<file path="src/hdl/smc_pkg.sv">
// constants and types for the system management mode save-map control
package smc_pkg;

  // save-map offsets relative to the private memory base
  localparam logic [31:0] BASE_FIELD_OFF   = 32'h0000_7EF8;
  localparam logic [31:0] REV_ID_OFF       = 32'h0000_7EFC;
  localparam logic [31:0] HALT_WORD_OFF    = 32'h0000_7F00;
  localparam logic [31:0] HALT_FIELD_OFF   = 32'h0000_7F02;
  localparam logic [31:0] HANDLER_OFF      = 32'h0000_8000;
  localparam logic [31:0] SAVE_LO_OFF      = 32'h0000_FE00;
  localparam logic [31:0] SAVE_HI_OFF      = 32'h0000_FFFF;

  // reset value of the internal base register
  localparam logic [31:0] BASE_RESET       = 32'h0003_0000;

  // field positions
  localparam int          REV_IO_RESTART_BIT = 16;
  localparam int          REV_RELOC_BIT      = 17;
  localparam int          HALT_FLAG_BIT      = 0;
  localparam int          HALT_LANE_SHIFT    = 16;
  localparam int          SEG_SHIFT          = 4;
  localparam logic [31:0] ALIGN_MASK         = 32'h0000_7FFF;

  // byte enables for a full word and the upper half word
  localparam logic [3:0]  BE_WORD          = 4'hF;
  localparam logic [3:0]  BE_UPPER_HALF    = 4'hC;

  // arbitrary neutral base architecture version
  localparam logic [15:0] REV_BASE_VERSION = 16'h0001;

  // controller states, gray coded along entry, run and resume up to commit; commit back to idle changes two bits
  typedef enum logic [3:0] {
    ST_IDLE     = 4'h0,
    ST_WR_REV   = 4'h1,
    ST_WR_HALT  = 4'h3,
    ST_RUN      = 4'h2,
    ST_RD_BASE  = 4'h6,
    ST_RD_HALT  = 4'h7,
    ST_COMMIT   = 4'h5,
    ST_SHUTDOWN = 4'h4,
    ST_SMM_HALT = 4'hA
  } smc_state_t;

  // what the core does after the resume instruction
  typedef enum logic [1:0] {
    ACT_NEXT_INSTR = 2'h0,
    ACT_AFTER_HALT = 2'h1,
    ACT_HALT_AGAIN = 2'h2
  } smc_action_t;

endpackage

</file>
<file path="src/hdl/smc_addr.sv">
// address forming for handler entry, save area and real-mode segments
`timescale 1ns/100ps
module smc_addr (
  // base and access
  input  wire logic [31:0] i_base,
  input  wire logic [15:0] i_seg,
  input  wire logic [31:0] i_offset,
  input  wire logic        i_addr32,
  // results
  output logic      [31:0] o_handler_addr,
  output logic      [31:0] o_save_lo,
  output logic      [31:0] o_save_hi,
  output logic      [31:0] o_linear_addr
);

  logic [19:0] seg_base;

  assign o_handler_addr = i_base + smc_pkg::HANDLER_OFF;
  assign o_save_lo      = i_base + smc_pkg::SAVE_LO_OFF;
  assign o_save_hi      = i_base + smc_pkg::SAVE_HI_OFF;
  // segment base limited to 20 bits
  assign seg_base       = {i_seg, 4'h0};
  // 32-bit override reaches above 1 MByte with zero segment bases
  assign o_linear_addr  = i_addr32 ? ({12'h000, seg_base} + i_offset)
                                   : {12'h000, seg_base + {4'h0, i_offset[15:0]}};

endmodule

</file>
<file path="src/hdl/smc_control.sv">
// system management mode entry, save-map update and resume control
`timescale 1ns/100ps
module smc_control #(
  parameter logic LEGACY_ALIGN = 1'b0,
  parameter logic IO_RESTART   = 1'b1,
  parameter logic BASE_RELOC   = 1'b1
) (
  // clock and reset
  input  wire logic        i_clock,
  input  wire logic        i_rst_n,
  // core events
  input  wire logic        i_smi_req,
  input  wire logic        i_intr_req,
  input  wire logic        i_soft_init,
  input  wire logic        i_halted,
  input  wire logic        i_halt_exec,
  input  wire logic        i_resume,
  // real-mode address forming
  input  wire logic [15:0] i_seg,
  input  wire logic [31:0] i_offset,
  input  wire logic        i_addr32,
  // save-map memory port
  output logic             o_mem_req,
  output logic             o_mem_we,
  output logic      [31:0] o_mem_addr,
  output logic      [31:0] o_mem_wdata,
  output logic      [3:0]  o_mem_be,
  input  wire logic        i_mem_ack,
  input  wire logic [31:0] i_mem_rdata,
  // mode status
  output logic             o_in_smm,
  output logic             o_smm_halted,
  output logic             o_shutdown,
  output logic             o_fpu_real16,
  output logic             o_entry,
  output logic      [31:0] o_handler_addr,
  output logic      [31:0] o_save_lo,
  output logic      [31:0] o_save_hi,
  output logic      [31:0] o_linear_addr,
  output logic      [31:0] o_base,
  // resume outcome
  output logic             o_resume,
  output logic      [1:0]  o_resume_action,
  output logic             o_halt_refetch
);

  typedef struct packed {
    smc_pkg::smc_state_t st;
    logic [31:0]         base;
    logic [31:0]         new_base;
    logic                halted_at_entry;
    logic                halt_flag;
    logic [1:0]          smi_sync;
    logic [1:0]          intr_sync;
    logic                mem_req;
    logic                mem_we;
    logic [31:0]         mem_addr;
    logic [31:0]         mem_wdata;
    logic [3:0]          mem_be;
    logic                entry;
    logic                resume;
    smc_pkg::smc_action_t action;
  } smc_regs_t;

  localparam smc_regs_t REGS_RESET = '{
    st: smc_pkg::ST_IDLE, base: smc_pkg::BASE_RESET, new_base: 32'h0000_0000,
    halted_at_entry: 1'b0, halt_flag: 1'b0, smi_sync: 2'h0, intr_sync: 2'h0,
    mem_req: 1'b0, mem_we: 1'b0, mem_addr: 32'h0000_0000, mem_wdata: 32'h0000_0000,
    mem_be: 4'h0, entry: 1'b0, resume: 1'b0, action: smc_pkg::ACT_NEXT_INSTR};

  localparam logic [31:0] REV_ID = {14'h0000, BASE_RELOC, IO_RESTART,
                                    smc_pkg::REV_BASE_VERSION};

  smc_regs_t r;
  smc_regs_t next_r;
  logic      misaligned;

  assign misaligned = LEGACY_ALIGN && ((r.new_base & smc_pkg::ALIGN_MASK) != 32'h0000_0000);

  always_comb begin
    next_r           = r;
    next_r.smi_sync  = {r.smi_sync[0], i_smi_req};
    next_r.intr_sync = {r.intr_sync[0], i_intr_req};
    next_r.entry     = 1'b0;
    next_r.resume    = 1'b0;
    case (r.st)
      smc_pkg::ST_IDLE: begin
        if (r.smi_sync[1]) begin
          next_r.st              = smc_pkg::ST_WR_REV;
          next_r.halted_at_entry = i_halted;
          next_r.mem_req         = 1'b1;
          next_r.mem_we          = 1'b1;
          next_r.mem_addr        = r.base + smc_pkg::REV_ID_OFF;
          next_r.mem_wdata       = REV_ID;
          next_r.mem_be          = smc_pkg::BE_WORD;
        end
      end
      smc_pkg::ST_WR_REV: begin
        if (i_mem_ack) begin
          next_r.st        = smc_pkg::ST_WR_HALT;
          next_r.mem_addr  = r.base + smc_pkg::HALT_WORD_OFF;
          // halt field sits in the upper half of its word
          next_r.mem_wdata = 32'({15'h0000, r.halted_at_entry}
                                 << smc_pkg::HALT_LANE_SHIFT);
          next_r.mem_be    = smc_pkg::BE_UPPER_HALF;
        end
      end
      smc_pkg::ST_WR_HALT: begin
        if (i_mem_ack) begin
          next_r.st      = smc_pkg::ST_RUN;
          next_r.mem_req = 1'b0;
          next_r.mem_we  = 1'b0;
          next_r.entry   = 1'b1;
        end
      end
      smc_pkg::ST_RUN: begin
        if (i_resume) begin
          next_r.st       = smc_pkg::ST_RD_BASE;
          next_r.mem_req  = 1'b1;
          next_r.mem_we   = 1'b0;
          next_r.mem_addr = r.base + smc_pkg::BASE_FIELD_OFF;
          next_r.mem_be   = smc_pkg::BE_WORD;
        end else if (i_halt_exec) begin
          next_r.st = smc_pkg::ST_SMM_HALT;
        end
      end
      smc_pkg::ST_SMM_HALT: begin
        if (r.intr_sync[1]) begin
          next_r.st = smc_pkg::ST_RUN;
        end
      end
      smc_pkg::ST_RD_BASE: begin
        if (i_mem_ack) begin
          next_r.st       = smc_pkg::ST_RD_HALT;
          next_r.new_base = i_mem_rdata;
          next_r.mem_addr = r.base + smc_pkg::HALT_WORD_OFF;
          next_r.mem_be   = smc_pkg::BE_UPPER_HALF;
        end
      end
      smc_pkg::ST_RD_HALT: begin
        if (i_mem_ack) begin
          next_r.st        = smc_pkg::ST_COMMIT;
          next_r.halt_flag = i_mem_rdata[smc_pkg::HALT_LANE_SHIFT + smc_pkg::HALT_FLAG_BIT];
          next_r.mem_req   = 1'b0;
        end
      end
      smc_pkg::ST_COMMIT: begin
        if (misaligned) begin
          next_r.st = smc_pkg::ST_SHUTDOWN;
        end else begin
          next_r.st     = smc_pkg::ST_IDLE;
          next_r.base   = r.new_base;
          next_r.resume = 1'b1;
          // a 0 to 1 change by the handler is treated as a plain return
          if (r.halted_at_entry && r.halt_flag) begin
            next_r.action = smc_pkg::ACT_HALT_AGAIN;
          end else if (r.halted_at_entry) begin
            next_r.action = smc_pkg::ACT_AFTER_HALT;
          end else begin
            next_r.action = smc_pkg::ACT_NEXT_INSTR;
          end
        end
      end
      smc_pkg::ST_SHUTDOWN: begin
        next_r.st = smc_pkg::ST_SHUTDOWN;
      end
      default: begin
        next_r.st = smc_pkg::ST_IDLE;
      end
    endcase
    // soft init aborts everything but keeps the base register
    if (i_soft_init) begin
      next_r      = REGS_RESET;
      next_r.base = r.base;
    end
  end

  always_ff @(posedge i_clock) begin
    if (!i_rst_n) begin
      r <= REGS_RESET;
    end else begin
      r <= next_r;
    end
  end

  smc_addr u_addr (
    .i_base         (r.base),
    .i_seg          (i_seg),
    .i_offset       (i_offset),
    .i_addr32       (i_addr32),
    .o_handler_addr (o_handler_addr),
    .o_save_lo      (o_save_lo),
    .o_save_hi      (o_save_hi),
    .o_linear_addr  (o_linear_addr)
  );

  assign o_mem_req       = r.mem_req;
  assign o_mem_we        = r.mem_we;
  assign o_mem_addr      = r.mem_addr;
  assign o_mem_wdata     = r.mem_wdata;
  assign o_mem_be        = r.mem_be;
  assign o_in_smm        = (r.st != smc_pkg::ST_IDLE) && (r.st != smc_pkg::ST_SHUTDOWN);
  assign o_smm_halted    = (r.st == smc_pkg::ST_SMM_HALT);
  assign o_shutdown      = (r.st == smc_pkg::ST_SHUTDOWN);
  assign o_fpu_real16    = o_in_smm;
  assign o_entry         = r.entry;
  assign o_base          = r.base;
  assign o_resume        = r.resume;
  assign o_resume_action = r.action;
  assign o_halt_refetch  = r.resume && (r.action == smc_pkg::ACT_HALT_AGAIN);

  a_entry_rev_write: assert property (@(posedge i_clock) disable iff (!i_rst_n)
    (r.st == smc_pkg::ST_IDLE && r.smi_sync[1] && !i_soft_init) |=>
    (o_mem_req && o_mem_we && o_mem_addr == $past(r.base) + smc_pkg::REV_ID_OFF))
    else $error("revision identifier not written at entry");

  a_rev_flag_bits: assert property (@(posedge i_clock) disable iff (!i_rst_n)
    (r.st == smc_pkg::ST_WR_REV) |->
    (o_mem_wdata[17:16] == {BASE_RELOC, IO_RESTART}))
    else $error("revision flag bits wrong");

  a_halt_flag_write: assert property (@(posedge i_clock) disable iff (!i_rst_n)
    (r.st == smc_pkg::ST_WR_HALT) |->
    (o_mem_wdata[16] == r.halted_at_entry && o_mem_be == 4'hC && o_mem_we))
    else $error("halt restart flag written wrong");

  a_halt_again_act: assert property (@(posedge i_clock) disable iff (!i_rst_n)
    (r.st == smc_pkg::ST_COMMIT && !misaligned && r.halted_at_entry && r.halt_flag
     && !i_soft_init) |=> (o_resume && o_halt_refetch))
    else $error("halt not restarted");

  a_next_instr_act: assert property (@(posedge i_clock) disable iff (!i_rst_n)
    (o_resume && !$past(r.halted_at_entry)) |->
    (o_resume_action == smc_pkg::ACT_NEXT_INSTR))
    else $error("plain return action wrong");

  a_smm_halt_hold: assert property (@(posedge i_clock) disable iff (!i_rst_n)
    (o_smm_halted && !r.intr_sync[1] && !i_soft_init) |=> o_smm_halted)
    else $error("left halt without interrupt");

  a_soft_init_base: assert property (@(posedge i_clock) disable iff (!i_rst_n)
    i_soft_init |=> (r.base == $past(r.base) && r.st == smc_pkg::ST_IDLE))
    else $error("soft init changed base");

  a_reset_base: assert property (@(posedge i_clock)
    !i_rst_n |=> (r.base == smc_pkg::BASE_RESET))
    else $error("reset did not restore base");

  a_base_reload: assert property (@(posedge i_clock) disable iff (!i_rst_n)
    (r.st == smc_pkg::ST_COMMIT && !misaligned && !i_soft_init) |=>
    (r.base == $past(r.new_base) && o_resume))
    else $error("base not reloaded at resume");

  a_handler_entry: assert property (@(posedge i_clock) disable iff (!i_rst_n)
    o_entry |-> (o_handler_addr == r.base + smc_pkg::HANDLER_OFF))
    else $error("handler address wrong");

  a_legacy_shutdown: assert property (@(posedge i_clock) disable iff (!i_rst_n)
    (r.st == smc_pkg::ST_COMMIT && misaligned && !i_soft_init) |=>
    (o_shutdown && !o_resume))
    else $error("misaligned base did not shut down");

  a_read_before_go: assert property (@(posedge i_clock) disable iff (!i_rst_n)
    (r.st == smc_pkg::ST_RUN && i_resume && !i_soft_init) |=>
    (o_mem_req && !o_mem_we && o_mem_addr == $past(r.base) + smc_pkg::BASE_FIELD_OFF))
    else $error("resume did not read base field");

endmodule

</file>
<file path="config.mk">
export PLATFORM = sky130hd
export DESIGN_NAME = smc_control
export DESIGN_NICKNAME = d
export VERILOG_FILES = /design/src/hdl/smc_pkg.sv /design/src/hdl/smc_addr.sv /design/src/hdl/smc_control.sv
export SDC_FILE = /design/constraint.sdc
export NUM_CORES = 1
export LEC_CHECK = 0
export ABC_AREA = 1
export ABC_CLOCK_PERIOD_IN_PS = 5400
export BUFFER_PORTS_ARGS = -buffer_cell sky130_fd_sc_hd__buf_2
export CORE_UTILIZATION = 35
export DETAILED_ROUTE_END_ITERATION = 8
export PLACE_DENSITY = 0.61
export SLEW_MARGIN = 5
export SYNTH_ARGS = -nofsm -noshare
export SYNTH_HDL_FRONTEND = slang
export SYNTH_SLANG_ARGS = --single-unit
</file>
<file path="constraint.sdc">
create_clock -name i_clock -period 5.4 [get_ports i_clock]
set_input_delay 1.08 -clock i_clock [delete_from_list [all_inputs] [get_ports i_clock]]
set_output_delay 1.08 -clock i_clock [all_outputs]
set_load 0.03 [all_outputs]
</file>
==> flow_metrics.env <==
export IMPL_path_cells="ha_1, nand3_1, inv_1, nand2_1, o21ai_0, nand2_1, xor2_1, buf_2"
export IMPL_yosysUniqueCellTypes=41
export IMPL_pwr_density_cell_nw_per_um2=212
export IMPL_ir_drop_mv=0.114
export IMPL_nets=1931
export IMPL_numCtsBuffers=17
export IMPL_critPathMaxStageDelay_ns=0.80
export IMPL_cts_sinks=116
export IMPL_insertion_delay_ns=0.43
export IMPL_final_cell_area_um2=11500
export IMPL_rows=61
export IMPL_htreeDepth=4
export IMPL_cts_max_path_buffers=2
export IMPL_clk_pin_slew_worst_paths_ns=0.06
export IMPL_avgRoutedWirePerCell_um=17.6
export IMPL_dpl_hpwl_um=29800
export IMPL_setup_tns_ns=0
export IMPL_setup_viol=0
export IMPL_power_uw=2430
export IMPL_post_route_period_util_pct=82.6
export IMPL_setup_worst_path_end_class="output port"
export IMPL_cts_resized=0
export IMPL_vias_per_cell=5.19
export IMPL_drive_gt1_share_pct=19.8
export IMPL_syn_area_per_cell_um2=6.07
export IMPL_synth_top_cell_area_share_pct=23.1
export IMPL_synth_edff_count=0
export IMPL_drc=0
export IMPL_yosys_top_cells_count="nand2_1 (362), nor2_1 (213), nand3_1 (167)"
export IMPL_synth_ff_type="dfxtp_1"
export IMPL_critical_path_arrival_ns=3.38
export IMPL_drt_iter0_drc=1088
export IMPL_crit_type="reg -> out"
export IMPL_min_period_ns=4.46
export IMPL_totalWireLength_um=38700
export IMPL_cts_setup_buffers=0
export IMPL_grt_max_degree=58
export IMPL_antenna_found_initial=0
export IMPL_hold_ws_ns=0.410
export IMPL_synth_seq_area_share_pct=23.1
export IMPL_ios=329
export IMPL_critPathSlowestCell="dfxtp_1"
export IMPL_syn_to_final_growth_pct=14.1
export IMPL_drv_cap=0
export IMPL_cts_tree="yes"
export IMPL_clock_root_buffer="clkbuf_16"
export IMPL_dieArea_um2=29500
export IMPL_min_path_type="reg -> reg"
export IMPL_worst_clock_skew_ns=0.00891
export IMPL_ys_warn_count=0
export IMPL_slew_headroom_pct=20.4
export IMPL_syn_area_um2=10100
export IMPL_die_width_um=172
export IMPL_ys_seq_elements=116
export IMPL_num_vias=11400
export IMPL_portBuffers=291
export IMPL_p_leak_uw=0.00585
export IMPL_syn_instance_count=1660
export IMPL_postSynth_asyncResetShare_pct=0
export IMPL_status="finished clean"
export IMPL_gp_congestion=0.980
export IMPL_diodes=0
export IMPL_crit_fanout=18
export IMPL_finalHoldViolCount=0
export IMPL_rsz0062_at_grt="no"
export IMPL_grt_usage_pct=25.7
export IMPL_worst_slew_pin_slew_ns=1.19
export IMPL_yosysMostFrequentCell="nand2_1"
export IMPL_cp_start_kind="flop"
export IMPL_drv_slew=0
export IMPL_placed_cell_area_um2=10900
export IMPL_initial_core_util_pct=35.9
export IMPL_grt_pass1_vias=10100
export IMPL_drtPass1Iterations=5
export IMPL_final_antenna_net_count=0
export IMPL_core_area_um2=28000
export IMPL_die_h_um=172
export IMPL_synth_top_area_cell="dfxtp_1"
export IMPL_overflow=0
export IMPL_fmax_mhz=224
export IMPL_cts_hold_buf=0
export IMPL_grt_pass1_wl_um=57700
export IMPL_nFillCells=3099
export IMPL_cpMostUsedCell="nand2_1"
export IMPL_synth_area_top_cells="dfxtp_1 (23%), nand2_1 (13%), buf_4 (9.8%)"
export IMPL_cp_required_ns=4.32
==> critical path: cells and delay by family (launching register included) <==
| kind | cells | cell delay (ns) |
|---|---|---|
| DFF | 1 | 0.80 |
| adders and majority gates | 1 | 0.53 |
| xor gates and xnor gates | 1 | 0.14 |
| AOI/OAI and AO/OA | 1 | 0.28 |
| and+or+nand+nor | 3 | 0.67 |
| buffers and inverters | 2 | 0.51 |
==> power by group <==
part / internal (uW) / switching (uW) / total (uW) / leakage (uW)
clock network: 700 / 440 / 1140 / 0.000274
logic: 114 / 308 / 423 / 0.00464
registers: 865 / 5.42 / 870 / 0.000935
==> through the flow <==
| step | setup WS (ns) | cells | utilization [%] |
|---|---|---|---|
| after global placement | 1.18 | 2172 | 38.9 |
| final | 0.942 | 2202 | 41.0 |
| after global routing | 0.781 | 2202 | 41.0 |
| after CTS | 1.03 | 2202 | 41.0 |
| after detailed placement | 1.21 | 2172 | 38.9 |
| after floorplan | 1.47 | 1688 | - |
==> cells by family after synthesis <==
group,after synthesis,share of synthesized area [%]
AND/OR/NAND/NOR,806,33.9
buffers and inverters,343,18.2
AO/OA/AOI/OAI,294,15.0
flip-flops,116,23.1
XOR/XNOR,72,6.26
adder cells (fa/ha/maj),28,3.55
other,1,0.0372
==> routing by layer <==
layer / part of all wire [%] / vias to the layer above / GRT usage (%)
met1: 46 / 5267 / 36.5
met4: 2.7 / 0 / 8.50
met2: 43 / 564 / 38.3
li1: - / 5517 / -
met3: 8.9 / 70 / 5.29
met5: 0 / - / 0
==> cell type report <==
type / count / area [um^2] / share of cell area, %
multi-input cells: 1229 / 6030 / 52.5
flip-flops and latches: 116 / 2320 / 20.2
repair buffers: 299 / 1520 / 13.2
inverters: 150 / 563 / 4.90
well taps: 378 / 473 / 4.12
clock buffers: 19 / 453 / 3.94
clock inverters: 11 / 130 / 1.13
==> final timing paths <==
kind | startpoint | to | slack (ns) | cells after the start
hold / removal | r[74] | r[75] | 0.41 | 2
hold reg to reg | r[74] | r[75] | 0.41 | 2
setup reg to reg | o_base[15] | o_mem_addr[23] | 2.39 | 10
setup / recovery | o_base[15] | o_save_lo[31] | 0.94 | 8
==> sequential cells by signal, summed over array words and instances, names as in the netlist <==
name,cells
o_base,32
o_entry,1
o_mem_addr,32
o_mem_be,2
o_mem_req,1
o_mem_wdata,2
o_mem_we,1
o_resume,1
o_resume_action,2
r,42
==> cells in the final DEF, fill, tap and decap left out, types with 2 or more instances in the layout <==
master	instances
clkbuf_16	17
or2_2	4
nand4_1	18
inv_1	142
ha_1	27
clkbuf_8	2
bufinv_16	2
buf_2	291
a31oi_1	2
nor3_1	13
xor2_1	71
o21ai_0	108
buf_4	8
and2_1	4
nand2_2	7
nor4_1	2
nor2_2	8
nand3_2	2
clkinvlp_4	4
conb_1	29
nor2_1	210
nand2_1	362
inv_2	5
clkinv_4	3
a21oi_1	157
clkinv_1	3
nand3b_1	4
o211ai_1	4
nor2_4	4
dfxtp_1	116
nand3_1	167
o21ai_1	16
Power figures use the tool's default switching activity.
